--- src/rtl/phv_defines.vh ---
// Constants for the PCM highway variable-rate port.
// Assumes inclusion by bare name from every design file of the port.
`ifndef PHV_DEFINES_VH
`define PHV_DEFINES_VH

// ----------------------------------------------------------------
// Register offsets (byte addresses)
// ----------------------------------------------------------------
`define PHV_OFS_CTRL       8'h00
`define PHV_OFS_TX_SAMPLE  8'h04
`define PHV_OFS_RX_DATA    8'h08
`define PHV_OFS_STATUS     8'h0C

// ----------------------------------------------------------------
// Field positions and reset values
// ----------------------------------------------------------------
`define PHV_CTRL_TX_EN     0
`define PHV_CTRL_RX_EN     1
`define PHV_CTRL_RESET     2'h3
`define PHV_TX_SAMPLE_RST  8'h00
`define PHV_ST_VAR_MODE    0
`define PHV_ST_A_LAW       1
`define PHV_ST_LOOP        2
`define PHV_ST_RX_SIG      3
`define PHV_ST_TX_SIGF     4
`define PHV_ST_RX_SIGF     5
`define PHV_ST_RX_NEW      6
`define PHV_ST_OFS_LO      8
`define PHV_ST_OFS_HI      11

// ----------------------------------------------------------------
// Synchroniser lanes
// ----------------------------------------------------------------
`define PHV_SYNC_W         10
`define PHV_IN_TX_BCLK     0
`define PHV_IN_RX_BCLK     1
`define PHV_IN_TX_MCLK     2
`define PHV_IN_RX_MCLK     3
`define PHV_IN_TX_FS       4
`define PHV_IN_RX_FS       5
`define PHV_IN_TX_SIG      6
`define PHV_IN_LOOP        7
`define PHV_IN_LAW         8
`define PHV_IN_PCM         9

// ----------------------------------------------------------------
// Line coding and timing
// ----------------------------------------------------------------
`define PHV_MASK_A_LAW     8'h55
`define PHV_MASK_MU_LAW    8'hFF
`define PHV_CLK_PERIOD_NS  8
`define PHV_MODE_TMO_NS    20000
`define PHV_MODE_TMO_CYC   (`PHV_MODE_TMO_NS / `PHV_CLK_PERIOD_NS)
`define PHV_AZ_SHIFT       8

`endif

--- src/rtl/phv_top.v ---
// PCM highway port: serial word timing, signaling, law and loopback.
// Assumes APB master on ref_clk; all highway pins asynchronous to it.
`timescale 1ns/1ps
`include "phv_defines.vh"

module phv_top (
  // Clock and reset
  input  wire        ref_clk,
  input  wire        srst,
  // APB slave
  input  wire [7:0]  paddr,
  input  wire        psel,
  input  wire        penable,
  input  wire        pwrite,
  input  wire [31:0] pwdata,
  input  wire [3:0]  pstrb,
  output reg  [31:0] prdata,
  output reg         pready,
  output reg         pslverr,
  // Highway clocks and strobes
  input  wire        tx_bit_clock,
  input  wire        rx_bit_clock,
  input  wire        tx_master_clock,
  input  wire        rx_master_clock,
  input  wire        tx_frame_strobe,
  input  wire        rx_frame_strobe,
  // Highway data
  input  wire        pcm_in,
  output reg         pcm_out,
  output reg         pcm_out_oe,
  output reg         tx_slot_active_n,
  output reg         tx_slot_active_oe,
  // Signaling and straps
  input  wire        tx_signaling_input,
  output reg         rx_signaling_output,
  input  wire        loopback_control,
  input  wire        law_select_neg
);

  // ------------------------------------------------------------
  // Functions
  // ------------------------------------------------------------
  function [7:0] law_mask;
    input a_law;
    begin
      law_mask = a_law ? `PHV_MASK_A_LAW : `PHV_MASK_MU_LAW;
    end
  endfunction

  // Signed difference to sign-magnitude code, sign 1 = positive
  function [7:0] enc_code;
    input [8:0] d;
    reg   [8:0] mag;
    begin
      mag = d[8] ? (9'h000 - d) : d;
      mag = (mag > 9'h07F) ? 9'h07F : mag;
      enc_code = {~d[8], mag[6:0]};
    end
  endfunction

  function [7:0] dec_code;
    input [7:0] c;
    begin
      dec_code = c[7] ? {1'b0, c[6:0]} : (8'h00 - {1'b0, c[6:0]});
    end
  endfunction

  // ------------------------------------------------------------
  // Pin synchronisation
  // ------------------------------------------------------------
  wire [`PHV_SYNC_W-1:0] pin_raw;
  wire [`PHV_SYNC_W-1:0] pin_lvl;
  wire [`PHV_SYNC_W-1:0] pin_rise;
  wire [`PHV_SYNC_W-1:0] pin_fall;

  assign pin_raw = {pcm_in, law_select_neg, loopback_control, tx_signaling_input,
                    rx_frame_strobe, tx_frame_strobe, rx_master_clock,
                    tx_master_clock, rx_bit_clock, tx_bit_clock};

  phv_sync #(
    .W (`PHV_SYNC_W)
  ) u_sync (
    .clk  (ref_clk),
    .srst (srst),
    .din  (pin_raw),
    .lvl  (pin_lvl),
    .rise (pin_rise),
    .fall (pin_fall)
  );

  wire tx_fs     = pin_lvl[`PHV_IN_TX_FS];
  wire rx_fs     = pin_lvl[`PHV_IN_RX_FS];
  wire tx_fs_up  = pin_rise[`PHV_IN_TX_FS];
  wire rx_fs_up  = pin_rise[`PHV_IN_RX_FS];
  wire a_law     = pin_lvl[`PHV_IN_LAW];
  wire loop_on   = pin_lvl[`PHV_IN_LOOP];
  wire pcm_bit   = pin_lvl[`PHV_IN_PCM];
  wire rx_b_edge = pin_rise[`PHV_IN_RX_BCLK] | pin_fall[`PHV_IN_RX_BCLK];

  // ------------------------------------------------------------
  // Registers and state
  // ------------------------------------------------------------
  reg  [1:0]  ctrl_reg;
  reg  [7:0]  tx_sample_reg;
  reg  [11:0] mode_cnt_reg;
  reg         var_mode_reg;
  reg  [7:0]  held_reg;
  reg  [7:0]  tx_word_reg;
  reg  [2:0]  tx_cnt_reg;
  reg         tx_arm_reg;
  reg  [1:0]  tx_wid_reg;
  reg         tx_sigf_reg;
  reg  [6:0]  rx_shift_reg;
  reg  [2:0]  rx_cnt_reg;
  reg         rx_arm_reg;
  reg  [1:0]  rx_wid_reg;
  reg         rx_sigf_reg;
  reg  [7:0]  rx_code_reg;
  reg  [7:0]  rx_lin_reg;
  reg         rx_new_reg;
  wire [3:0]  az_offset;

  // ------------------------------------------------------------
  // Timing mode detection
  // ------------------------------------------------------------
  // A tied receive bit clock never toggles; timeout exceeds a 64 kHz half period
  always @(posedge ref_clk) begin
    if (srst) begin
      mode_cnt_reg <= 12'h000;
      var_mode_reg <= 1'b0;
    end else if (rx_b_edge) begin
      mode_cnt_reg <= 12'h000;
      var_mode_reg <= 1'b1;
    end else if (mode_cnt_reg != `PHV_MODE_TMO_CYC) begin
      mode_cnt_reg <= mode_cnt_reg + 12'h001;
    end else begin
      var_mode_reg <= 1'b0;
    end
  end

  // Shift edges follow bit clocks in variable mode, master clocks otherwise
  wire tx_mclk_up = pin_rise[`PHV_IN_TX_MCLK];
  wire rx_mclk_up = pin_rise[`PHV_IN_RX_MCLK];
  wire tx_edge = var_mode_reg ? pin_rise[`PHV_IN_TX_BCLK] : tx_mclk_up;
  wire rx_edge = var_mode_reg ? pin_fall[`PHV_IN_RX_BCLK] : pin_fall[`PHV_IN_RX_MCLK];

  // ------------------------------------------------------------
  // Encoder path
  // ------------------------------------------------------------
  wire [8:0] enc_diff = {held_reg[7], held_reg} - {{5{az_offset[3]}}, az_offset};
  wire [7:0] enc_raw  = enc_code(enc_diff);
  wire [7:0] enc_line = enc_raw ^ law_mask(a_law);

  phv_autozero u_autozero (
    .clk      (ref_clk),
    .srst     (srst),
    .upd      (tx_fs_up),
    .sign_pos (enc_raw[7]),
    .offset   (az_offset)
  );

  // Sample caught at one frame start goes out at the next
  always @(posedge ref_clk) begin
    if (srst) begin
      held_reg    <= 8'h00;
      tx_word_reg <= 8'h00;
    end else if (tx_fs_up) begin
      held_reg    <= loop_on ? rx_lin_reg : tx_sample_reg;
      tx_word_reg <= enc_line;
    end
  end

  // ------------------------------------------------------------
  // Transmit shifter
  // ------------------------------------------------------------
  wire tx_sig_now = !var_mode_reg && !a_law && (tx_wid_reg == 2'h2);
  wire tx_go = ctrl_reg[`PHV_CTRL_TX_EN] && (var_mode_reg ? tx_fs : tx_arm_reg);
  wire [7:0] tx_src = tx_fs_up ? enc_line : tx_word_reg;
  wire tx_bit_d = (tx_cnt_reg == 3'h7) ? (tx_sig_now ? pin_lvl[`PHV_IN_TX_SIG]
                                                     : tx_src[0])
                                       : tx_src[3'h7 - tx_cnt_reg];

  always @(posedge ref_clk) begin
    if (srst) begin
      tx_wid_reg  <= 2'h0;
      tx_arm_reg  <= 1'b0;
      tx_sigf_reg <= 1'b0;
    end else begin
      if (tx_fs_up) begin
        tx_wid_reg <= 2'h0;
      end else if (tx_mclk_up && tx_fs && tx_wid_reg != 2'h2) begin
        tx_wid_reg <= tx_wid_reg + 2'h1;
      end
      if (tx_fs_up && !var_mode_reg) begin
        tx_arm_reg <= 1'b1;
      end else if (tx_edge && tx_go && tx_cnt_reg == 3'h7) begin
        tx_arm_reg  <= 1'b0;
        tx_sigf_reg <= tx_sig_now;
      end
    end
  end

  always @(posedge ref_clk) begin
    if (srst) begin
      tx_cnt_reg        <= 3'h0;
      pcm_out           <= 1'b0;
      pcm_out_oe        <= 1'b0;
      tx_slot_active_n  <= 1'b1;
      tx_slot_active_oe <= 1'b0;
    end else if (tx_edge) begin
      if (tx_go) begin
        pcm_out           <= tx_bit_d;
        pcm_out_oe        <= 1'b1;
        tx_slot_active_n  <= 1'b0;
        tx_slot_active_oe <= 1'b1;
        tx_cnt_reg        <= tx_cnt_reg + 3'h1;
      end else begin
        tx_cnt_reg        <= 3'h0;
        pcm_out_oe        <= 1'b0;
        tx_slot_active_n  <= 1'b1;
        tx_slot_active_oe <= 1'b0;
      end
    end else if (var_mode_reg && !tx_fs) begin
      tx_cnt_reg        <= 3'h0;
      pcm_out_oe        <= 1'b0;
      tx_slot_active_n  <= 1'b1;
      tx_slot_active_oe <= 1'b0;
    end
  end

  // ------------------------------------------------------------
  // Receive shifter
  // ------------------------------------------------------------
  wire rx_sig_now = !var_mode_reg && !a_law && (rx_wid_reg == 2'h2);
  wire rx_go = ctrl_reg[`PHV_CTRL_RX_EN] && rx_arm_reg && (!var_mode_reg || rx_fs);
  wire rx_done = rx_edge && rx_go && (rx_cnt_reg == 3'h7);
  wire [7:0] rx_full = {rx_shift_reg, pcm_bit};
  wire [7:0] rx_voice = rx_sig_now ? {rx_full[7:1], 1'b0} : rx_full;
  wire rx_data_rd;

  always @(posedge ref_clk) begin
    if (srst) begin
      rx_wid_reg <= 2'h0;
      rx_arm_reg <= 1'b0;
      rx_cnt_reg <= 3'h0;
      rx_shift_reg <= 7'h00;
    end else begin
      if (rx_fs_up) begin
        rx_wid_reg <= 2'h0;
      end else if (rx_mclk_up && rx_fs && rx_wid_reg != 2'h2) begin
        rx_wid_reg <= rx_wid_reg + 2'h1;
      end
      if (rx_fs_up) begin
        rx_arm_reg <= 1'b1;
        rx_cnt_reg <= 3'h0;
      end else if (var_mode_reg && !rx_fs) begin
        rx_arm_reg <= 1'b0;
        rx_cnt_reg <= 3'h0;
      end else if (rx_edge && rx_go) begin
        rx_shift_reg <= rx_full[6:0];
        rx_cnt_reg   <= rx_cnt_reg + 3'h1;
        if (rx_cnt_reg == 3'h7) begin
          rx_arm_reg <= 1'b0;
        end
      end
    end
  end

  // Signaling output holds until the next receive signaling frame
  always @(posedge ref_clk) begin
    if (srst) begin
      rx_code_reg         <= 8'h00;
      rx_lin_reg          <= 8'h00;
      rx_sigf_reg         <= 1'b0;
      rx_signaling_output <= 1'b0;
      rx_new_reg          <= 1'b0;
    end else begin
      if (rx_done) begin
        rx_code_reg <= rx_voice;
        rx_lin_reg  <= dec_code(rx_voice ^ law_mask(a_law));
        rx_sigf_reg <= rx_sig_now;
        if (rx_sig_now) begin
          rx_signaling_output <= rx_full[0];
        end
      end
      // A word landing on the clearing read stays flagged
      rx_new_reg <= rx_done | (rx_new_reg & ~rx_data_rd);
    end
  end

  // ------------------------------------------------------------
  // APB slave
  // ------------------------------------------------------------
  wire apb_setup  = psel && !penable;
  wire apb_access = psel && penable && pready;
  wire ofs_ok = (paddr == `PHV_OFS_CTRL) || (paddr == `PHV_OFS_TX_SAMPLE) ||
                (paddr == `PHV_OFS_RX_DATA) || (paddr == `PHV_OFS_STATUS);
  assign rx_data_rd = apb_access && !pwrite && (paddr == `PHV_OFS_RX_DATA);

  reg [31:0] rd_mux;
  always @* begin
    rd_mux = 32'h00000000;
    case (paddr)
      `PHV_OFS_CTRL:      rd_mux[1:0] = ctrl_reg;
      `PHV_OFS_TX_SAMPLE: rd_mux[7:0] = tx_sample_reg;
      `PHV_OFS_RX_DATA:   rd_mux[15:0] = {rx_lin_reg, rx_code_reg};
      `PHV_OFS_STATUS: begin
        rd_mux[`PHV_ST_VAR_MODE] = var_mode_reg;
        rd_mux[`PHV_ST_A_LAW]    = a_law;
        rd_mux[`PHV_ST_LOOP]     = loop_on;
        rd_mux[`PHV_ST_RX_SIG]   = rx_signaling_output;
        rd_mux[`PHV_ST_TX_SIGF]  = tx_sigf_reg;
        rd_mux[`PHV_ST_RX_SIGF]  = rx_sigf_reg;
        rd_mux[`PHV_ST_RX_NEW]   = rx_new_reg;
        rd_mux[`PHV_ST_OFS_HI:`PHV_ST_OFS_LO] = az_offset;
      end
      default:            rd_mux = 32'h00000000;
    endcase
  end

  // Zero-wait answer: ready is raised for the access cycle only
  always @(posedge ref_clk) begin
    if (srst) begin
      pready  <= 1'b0;
      pslverr <= 1'b0;
      prdata  <= 32'h00000000;
    end else begin
      pready  <= apb_setup;
      pslverr <= apb_setup && !ofs_ok;
      if (apb_setup) begin
        prdata <= (!pwrite && ofs_ok) ? rd_mux : 32'h00000000;
      end
    end
  end

  always @(posedge ref_clk) begin
    if (srst) begin
      ctrl_reg      <= `PHV_CTRL_RESET;
      tx_sample_reg <= `PHV_TX_SAMPLE_RST;
    end else if (apb_access && pwrite && pstrb[0]) begin
      if (paddr == `PHV_OFS_CTRL) begin
        ctrl_reg <= pwdata[1:0];
      end
      if (paddr == `PHV_OFS_TX_SAMPLE) begin
        tx_sample_reg <= pwdata[7:0];
      end
    end
  end

endmodule // phv_top

--- src/rtl/phv_sync.v ---
// Two-flop synchroniser bank with edge detection on the settled stage.
// Assumes asynchronous pin levels and a synchronous active-high reset.
`timescale 1ns/1ps
`include "phv_defines.vh"

module phv_sync #(
  parameter W = `PHV_SYNC_W
) (
  // Clock and reset
  input  wire         clk,
  input  wire         srst,
  // Pins in
  input  wire [W-1:0] din,
  // Settled levels and edges
  output wire [W-1:0] lvl,
  output wire [W-1:0] rise,
  output wire [W-1:0] fall
);

  reg [W-1:0] meta_reg;
  reg [W-1:0] stab_reg;
  reg [W-1:0] prev_reg;

  // ------------------------------------------------------------
  // Only the second stage and its delayed copy feed logic
  // ------------------------------------------------------------
  always @(posedge clk) begin
    if (srst) begin
      meta_reg <= {W{1'b0}};
      stab_reg <= {W{1'b0}};
      prev_reg <= {W{1'b0}};
    end else begin
      meta_reg <= din;
      stab_reg <= meta_reg;
      prev_reg <= stab_reg;
    end
  end

  assign lvl  = stab_reg;
  assign rise = stab_reg & ~prev_reg;
  assign fall = ~stab_reg & prev_reg;

endmodule // phv_sync

--- src/rtl/phv_autozero.v ---
// Sign-bit averaging offset estimator for the encoder input.
// Assumes one update pulse per encoded sample on the same clock.
`timescale 1ns/1ps
`include "phv_defines.vh"

module phv_autozero (
  // Clock and reset
  input  wire       clk,
  input  wire       srst,
  // Encoder sign feedback
  input  wire       upd,
  input  wire       sign_pos,
  // Offset estimate
  output wire [3:0] offset
);

  reg [11:0] acc_reg;

  // ------------------------------------------------------------
  // Saturating up/down average
  // ------------------------------------------------------------
  // Long time constant: offset moves one step per 256 net signs
  always @(posedge clk) begin
    if (srst) begin
      acc_reg <= 12'h000;
    end else if (upd) begin
      if (sign_pos && acc_reg != 12'h7FF) begin
        acc_reg <= acc_reg + 12'h001;
      end else if (!sign_pos && acc_reg != 12'h800) begin
        acc_reg <= acc_reg - 12'h001;
      end
    end
  end

  assign offset = acc_reg[11:`PHV_AZ_SHIFT];

endmodule // phv_autozero

--- config.mk ---
export PLATFORM = sky130hd
export DESIGN_NAME = phv_top
export DESIGN_NICKNAME = d
export VERILOG_FILES = /design/src/rtl/phv_top.v /design/src/rtl/phv_sync.v /design/src/rtl/phv_autozero.v
export VERILOG_INCLUDE_DIRS = /design/src /design/src/rtl
export SDC_FILE = /design/constraint.sdc
export NUM_CORES = 1
export LEC_CHECK = 0
export BUFFER_PORTS_ARGS = -buffer_cell sky130_fd_sc_hd__buf_2
export CORE_ASPECT_RATIO = 0.9
export CORE_UTILIZATION = 58
export DETAILED_ROUTE_END_ITERATION = 6
export HOLD_SLACK_MARGIN = 0.12
export PLACE_DENSITY = 0.87
export SLEW_MARGIN = 10
export SYNTH_ARGS = -nofsm -noshare
export SYNTH_HDL_FRONTEND = slang
export SYNTH_SLANG_ARGS = --single-unit
--- constraint.sdc ---
create_clock -name ref_clk -period 4.8 [get_ports ref_clk]
set_clock_uncertainty 0.05 [all_clocks]
set_input_delay 1.2 -clock ref_clk [delete_from_list [all_inputs] [get_ports ref_clk]]
set_output_delay 1.2 -clock ref_clk [all_outputs]
set_load 0.005 [all_outputs]
-- Word-level counts from Yosys, hierarchy flattened
Index checks and enable logic that the tools add are counted.
- logic and storage cells: 165
- flip-flop bits (word level): 153
- bits of input ports: 59
- add/subtract/negate cells: 11
- mux-type cells: 39
- order comparisons: 2
- bitwise operators: 14
- equality and inequality tests: 13
- reductions and logical operators: 57
- operators with widths (cell ; count):
    $mux 8 ; 4
    $logic_and 1x1->1 ; 28
    $add 12x1->12 const B ; 2
    $mux 12 ; 2
    $ne 12x12->1 const B ; 2
    $mux 1 ; 21
    $eq 8x4->1 const B ; 2
    $mux 16 ; 1
    $xor 8x8->8 ; 2
    $pmux 5 s3 ; 1
    $reduce_and 2->1 ; 7
    $ne 12x11->1 const B ; 1
    $sub 12x1->12 const B ; 1
    $gt 9x7->1 const B ; 1
    $mux 3 ; 3
    $mux 9 ; 1
    $sub 1x9->9 const A ; 1
    $sub 8x4->9 ; 1
    $eq 8x3->1 const B ; 1
    $logic_not 8->1 ; 1
    $pmux 2 s4 ; 1
    $pmux 4 s2 ; 1
    $sub 1x7->8 const A ; 1
    $logic_not 1->1 ; 7
    24 further kinds ; 43

-- Longest topological paths before layout
- depth after elaboration: 10
- depth in mapped cells: 20

-- Hierarchy
A second synthesis with hierarchy kept.
- cell total of the unflattened synthesis: 808
- area total of the unflattened synthesis: 7282.0 um^2
- modules (own cells, without submodules) (module ; area each (um^2) ; seq. area each (um^2) ; instances ; cells each):
    phv_top ; 5300.1 ; 1981.9 ; 1 ; 613
    phv_sync ; 1007.2 ; 600.6 ; 1 ; 83
    phv_autozero ; 974.7 ; 240.2 ; 1 ; 112

-- Worst setup path before layout
OpenSTA, ideal clock, no wires.
- kind: reg-to-reg
- start point: register u_autozero.acc_reg[8]
- end point: register u_autozero.acc_reg[11]
- arrival time: 3.862 ns
- library setup time: 0.116 ns
- stages on the path, launching flop included: 20
- path slack: 0.772 ns
- data required time: 4.634 ns
- buffers on the path: 0
- cells stage by stage: dfxtp_1 > ha_1 > inv_1 > fa_1 > a211oi_2 > o211ai_1 > nand2_1 > nor2_2 > nand2_1 > ha_1 > a21o_1 > a21oi_1 > o21bai_1 > a21o_1 > a21oi_1 > o21ai_0 > o41ai_1 > xnor2_1 > a211oi_1 > a31o_2
- cells in the longest elaborated chain, start to end: 5
- elaborated cells between the ends (all ways): 12
- those cells by class: add/sub: 3; eq/ne: 2; mux: 2; bitwise: 1; reduce/logical: 4
- ends and longest elaborated chain (what ; line ; source):
    from (decl) ; phv_autozero.v:17 ; reg [11:0] acc_reg;
    from (signal assigned) ; phv_autozero.v:28 ; acc_reg <= acc_reg + 12'h001;
    from (signal assigned) ; phv_autozero.v:30 ; acc_reg <= acc_reg - 12'h001;
    $sub 8x4->9 ; phv_top.v:150 ; wire [8:0] enc_diff = {held_reg[7], held_reg} - {{5{az_offset[3]}}, az_offset};
    $not 1->1 ; phv_top.v:57 ; enc_code = {~d[8], mag[6:0]};
    $logic_and 1x1->1 ; phv_autozero.v:27 ; if (sign_pos && acc_reg != 12'h7FF) begin
    $reduce_bool 2->1 (no line) ; -- ;
    $reduce_and 2->1 (no line) ; -- ;
Several ways; a longest one is shown, not always the timed one. The select of a mux whose other input is x is not followed.
A chain may end at the register's enable or synchronous reset.

-- Worst setup path in the final report
- start point: register u_autozero.acc_reg[11]
- end point: register u_autozero.acc_reg[11]
The elaborated chain is that of the path after synthesis.

==> impl_results.md <==
* Tmin final at around 4.3 ns
* Share of the synthesized area in the top cell type at 39.7%
* Cts repair resizes at 0
* Mapped Cells at slightly below 800
* Synth top area cells: dfxtp_1, mux2i_1, nor2_1
* Seq cells post-synth at between 100 and 150
* Final hold violation count at 0
* Setup violators final at 0
* CORE AREA at between 10000 and 15000 µm²
* DR WL/cell at ~15 µm
* Leading area contributor after synthesis: dfxtp_1
* Slew Viols, Final at 0
* Worst EP required at ~5.1 ns
* Worst EP arrival at 4.59 ns
* Max cap viols at 0
* Vias in the first global route at about 5500
* CP startpoint: u_autozero.acc_reg[11]$_SDFFE_PP0P_
* Initial antenna violation count at 0
* Num ports at 98
* Total CTS buffers at 17
* Post-DP HPWL at 10000 µm
* Filler Cells Inserted at roughly 850
* DRC Markers at 0
* Synth-to-Final Area Change at 12.8%
* N_diodes at 0
* Max-slew headroom at between 20% and 30%
* Worst setup SP type: flip-flop
* Pre-CTS setup slack at ~0.35 ns
* Worst Min Path Start: u_sync.meta_reg[0]$_SDFF_PP0_
* Routed wl met2 at 7640 µm
* Worst VDD drop at around 350 µV
* Switching component of the power at just under 1 mW
* Pin count of the biggest net entering global routing at just over 80
* Clock Sinks at between 100 and 150
* Register area at 2740 µm²
* Total Wirelength at between 15000 and 20000 µm
* Post-Syn Area at between 6000 and 7000 µm²
* Gr ovfl total at 0
* Pwr dens at 411 nW/µm²
* Flop pwr share at between 30% and 40%
* Critical path cell sequence: inv_1, ha_1, o21ai_0, o211ai_1, nand2_1, nor2_4, nand2_1, ha_1, a21o_1, a21oi_1, o21bai_1, a21o_1, a21oi_1, o21ai_0, o41ai_1, xnor2_1, a211oi_1, a31o_2
* Met3 routed WL at slightly below 700 µm
* R2r startpoint: u_autozero.acc_reg[11]$_SDFFE_PP0P_
* Post-Route Utilization at between 60% and 70%
* Longest Clk Path Bufs at 2
* Row cnt at 37
* Top layer in use: met4
* EDFF count, synth at 0
* Power share of the combinational group at between 10% and 20%
* Setup Buffers After CTS at 0
* Static leakage at between 3 and 4 nW
* Buf/Inv on CP at 1
* Vias post-DR at 5678
* Share of layout cells above drive strength 1 at 14.6%
* Worst-Margin Slew at approximately 1.2 ns
* Initial DRC count at approximately 380
* Async SR Flop Fraction at 0%
* Die H at ~110 µm
* Routability cong. at about 0.86
* FMAX at 231 MHz
* Largest register FFs at 16
* Most common cell in the netlist: dfxtp_1
* Syn Area/Cell at roughly 8.7 µm²
* M1 WL at roughly 6700 µm
* Hold Crit Class: reg -> reg
* Effective utilization at floorplan at 59.9%
* Setup CP Type: reg -> reg
* Drt pass-1 iters at 5
* Sequential element share of the synthesized area at about two fifths
* DR vias/cell at around 5.7
* TritonCTS clock tree: yes
* First-pass GRT wire length at between 20000 and 30000 µm
* Multi-input logic area at approximately 3800 µm²
* GRT Util Overall at between 20% and 30%
* Main synth FF type: dfxtp_1
* TNS Setup at 0 ns
* Outcome: completed
* Tcrit/Tclk final at between 90 and 100%
* Worst Setup End Kind: flip-flop
* Crit Path Max Fanout at 10
* Sw Ratio at around 30%
* RSZ-0062 raised after global routing: false
* Ys Warns at 0
* # nets final at between 900 and 1000
* Die Wd at 117 µm
* CP max stage delay at around 0.44 ns
* Most frequent cells after synthesis: dfxtp_1, nor2_1, nand2_1
* Hold_buf cts at 0
* Clock Latency Late Sink at 0.43 ns
* Worst-path clk slew at around 0.070 ns
* Die area at about 12000 µm²
* Final WS setup at ~0.48 ns
* IO buf count at 54
* Family with the most delay on the worst path: compound AO/OA/AOI/OAI gates
* Clock power frac at 43.0%
* Root buffer cell: clkbuf_16
* Synth cell types at 77
* CTS H-tree lvls at 4
* Slowest cell on the critical path: ha_1
* Antenna-violating nets left at 0
* Cell-internal power at between 2 and 2.5 mW
-- power groups by stage --
stage	clock network [mW]	registers, mW	logic, mW
2_1_floorplan	0	1.21	0.507
6_report	1.38	1.20	0.625
5_1_grt	1.44	1.20	0.687
3_5_place_dp	0	1.22	0.601
4_1_cts	1.39	1.20	0.616
3_3_place_gp	0	1.22	0.585
-- layout make-up --
cell class | count | area share [%]
clock buffer | 17 | 5.47
clock inverter | 15 | 2.54
inverter | 22 | 1.06
multi-input combinational | 591 | 49.3
sequential | 137 | 35.2
tap | 156 | 2.51
timing repair buffer | 58 | 3.89
-- cells in the final DEF, fill, tap and decap left out, types with 4 or more instances in the layout --
master     count
and2_1         6
buf_4          5
nor2b_1       36
conb_1        16
nand3_1       20
a21oi_2        4
inv_6          5
a21oi_1       49
xnor2_1       25
nor4_1         6
mux2i_1       42
a31oi_1        5
buf_2         53
xor2_1        12
nand4_1        5
nor3b_1        4
o21ai_0       24
inv_8          4
nand2_1       78
nor3_1        10
a211oi_1      14
or3_1          5
inv_1         21
a22oi_1       11
dfxtp_1      137
mux2_2         6
ha_1          29
o21bai_1       5
nor2_1       108
a21o_1         4
clkbuf_16     17
-- per-stage QoR --
stage | cell area (µm²) | std cells | total power [mW] | hold WS [ns]
floorplan | 6960 | 804 | 1.72 | 0.364
global placement | 7160 | 964 | 1.81 | 0.371
detailed placement | 7160 | 964 | 1.82 | 0.376
CTS | 7780 | 996 | 3.20 | 0.391
global route | 7780 | 996 | 3.33 | 0.411
finish | 7780 | 996 | 3.20 | 0.386
-- routing by layer --
metal  vias to the layer above  track usage (%)
met2                       157             45.3
met5                         -                0
met3                        28             6.33
met4                         0             8.95
li1                       2789                -
met1                      2704             33.6
-- path summary, 6_finish.rpt --
kind | cells after the start | to | slack [ns]
hold reg to reg | 1 | u_sync.lvl[0]$_SDFF_PP0_ | 0.39
setup reg to reg | 18 | u_autozero.acc_reg[11]$_SDFFE_PP0P_ | 0.48
setup / recovery | 18 | u_autozero.acc_reg[11]$_SDFFE_PP0P_ | 0.48
hold / removal | 1 | u_sync.lvl[0]$_SDFF_PP0_ | 0.39
-- cells by family after synthesis --
kind of cell,Yosys count,synth area share [%]
and+or+nand+nor,306,21.2
AOI/OAI and AO/OA,150,14.9
DFF,137,39.7
buffers and inverters,76,5.55
muxes,50,7.72
xor gates and xnor gates,38,4.93
adders and majority gates,31,5.84
other,1,0.0543
-- worst register-to-register path, cell delays in order (launching register included) --
cell      delay, ns
dfxtp_1        0.35
inv_1          0.15
ha_1           0.44
o21ai_0        0.17
o211ai_1       0.19
nand2_1        0.12
nor2_4         0.26
nand2_1        0.24
ha_1           0.33
a21o_1         0.17
a21oi_1        0.21
o21bai_1       0.09
a21o_1         0.19
a21oi_1        0.20
o21ai_0        0.15
o41ai_1        0.35
xnor2_1        0.20
a211oi_1       0.10
a31o_2         0.26
(Power assumes the default switching activity.)
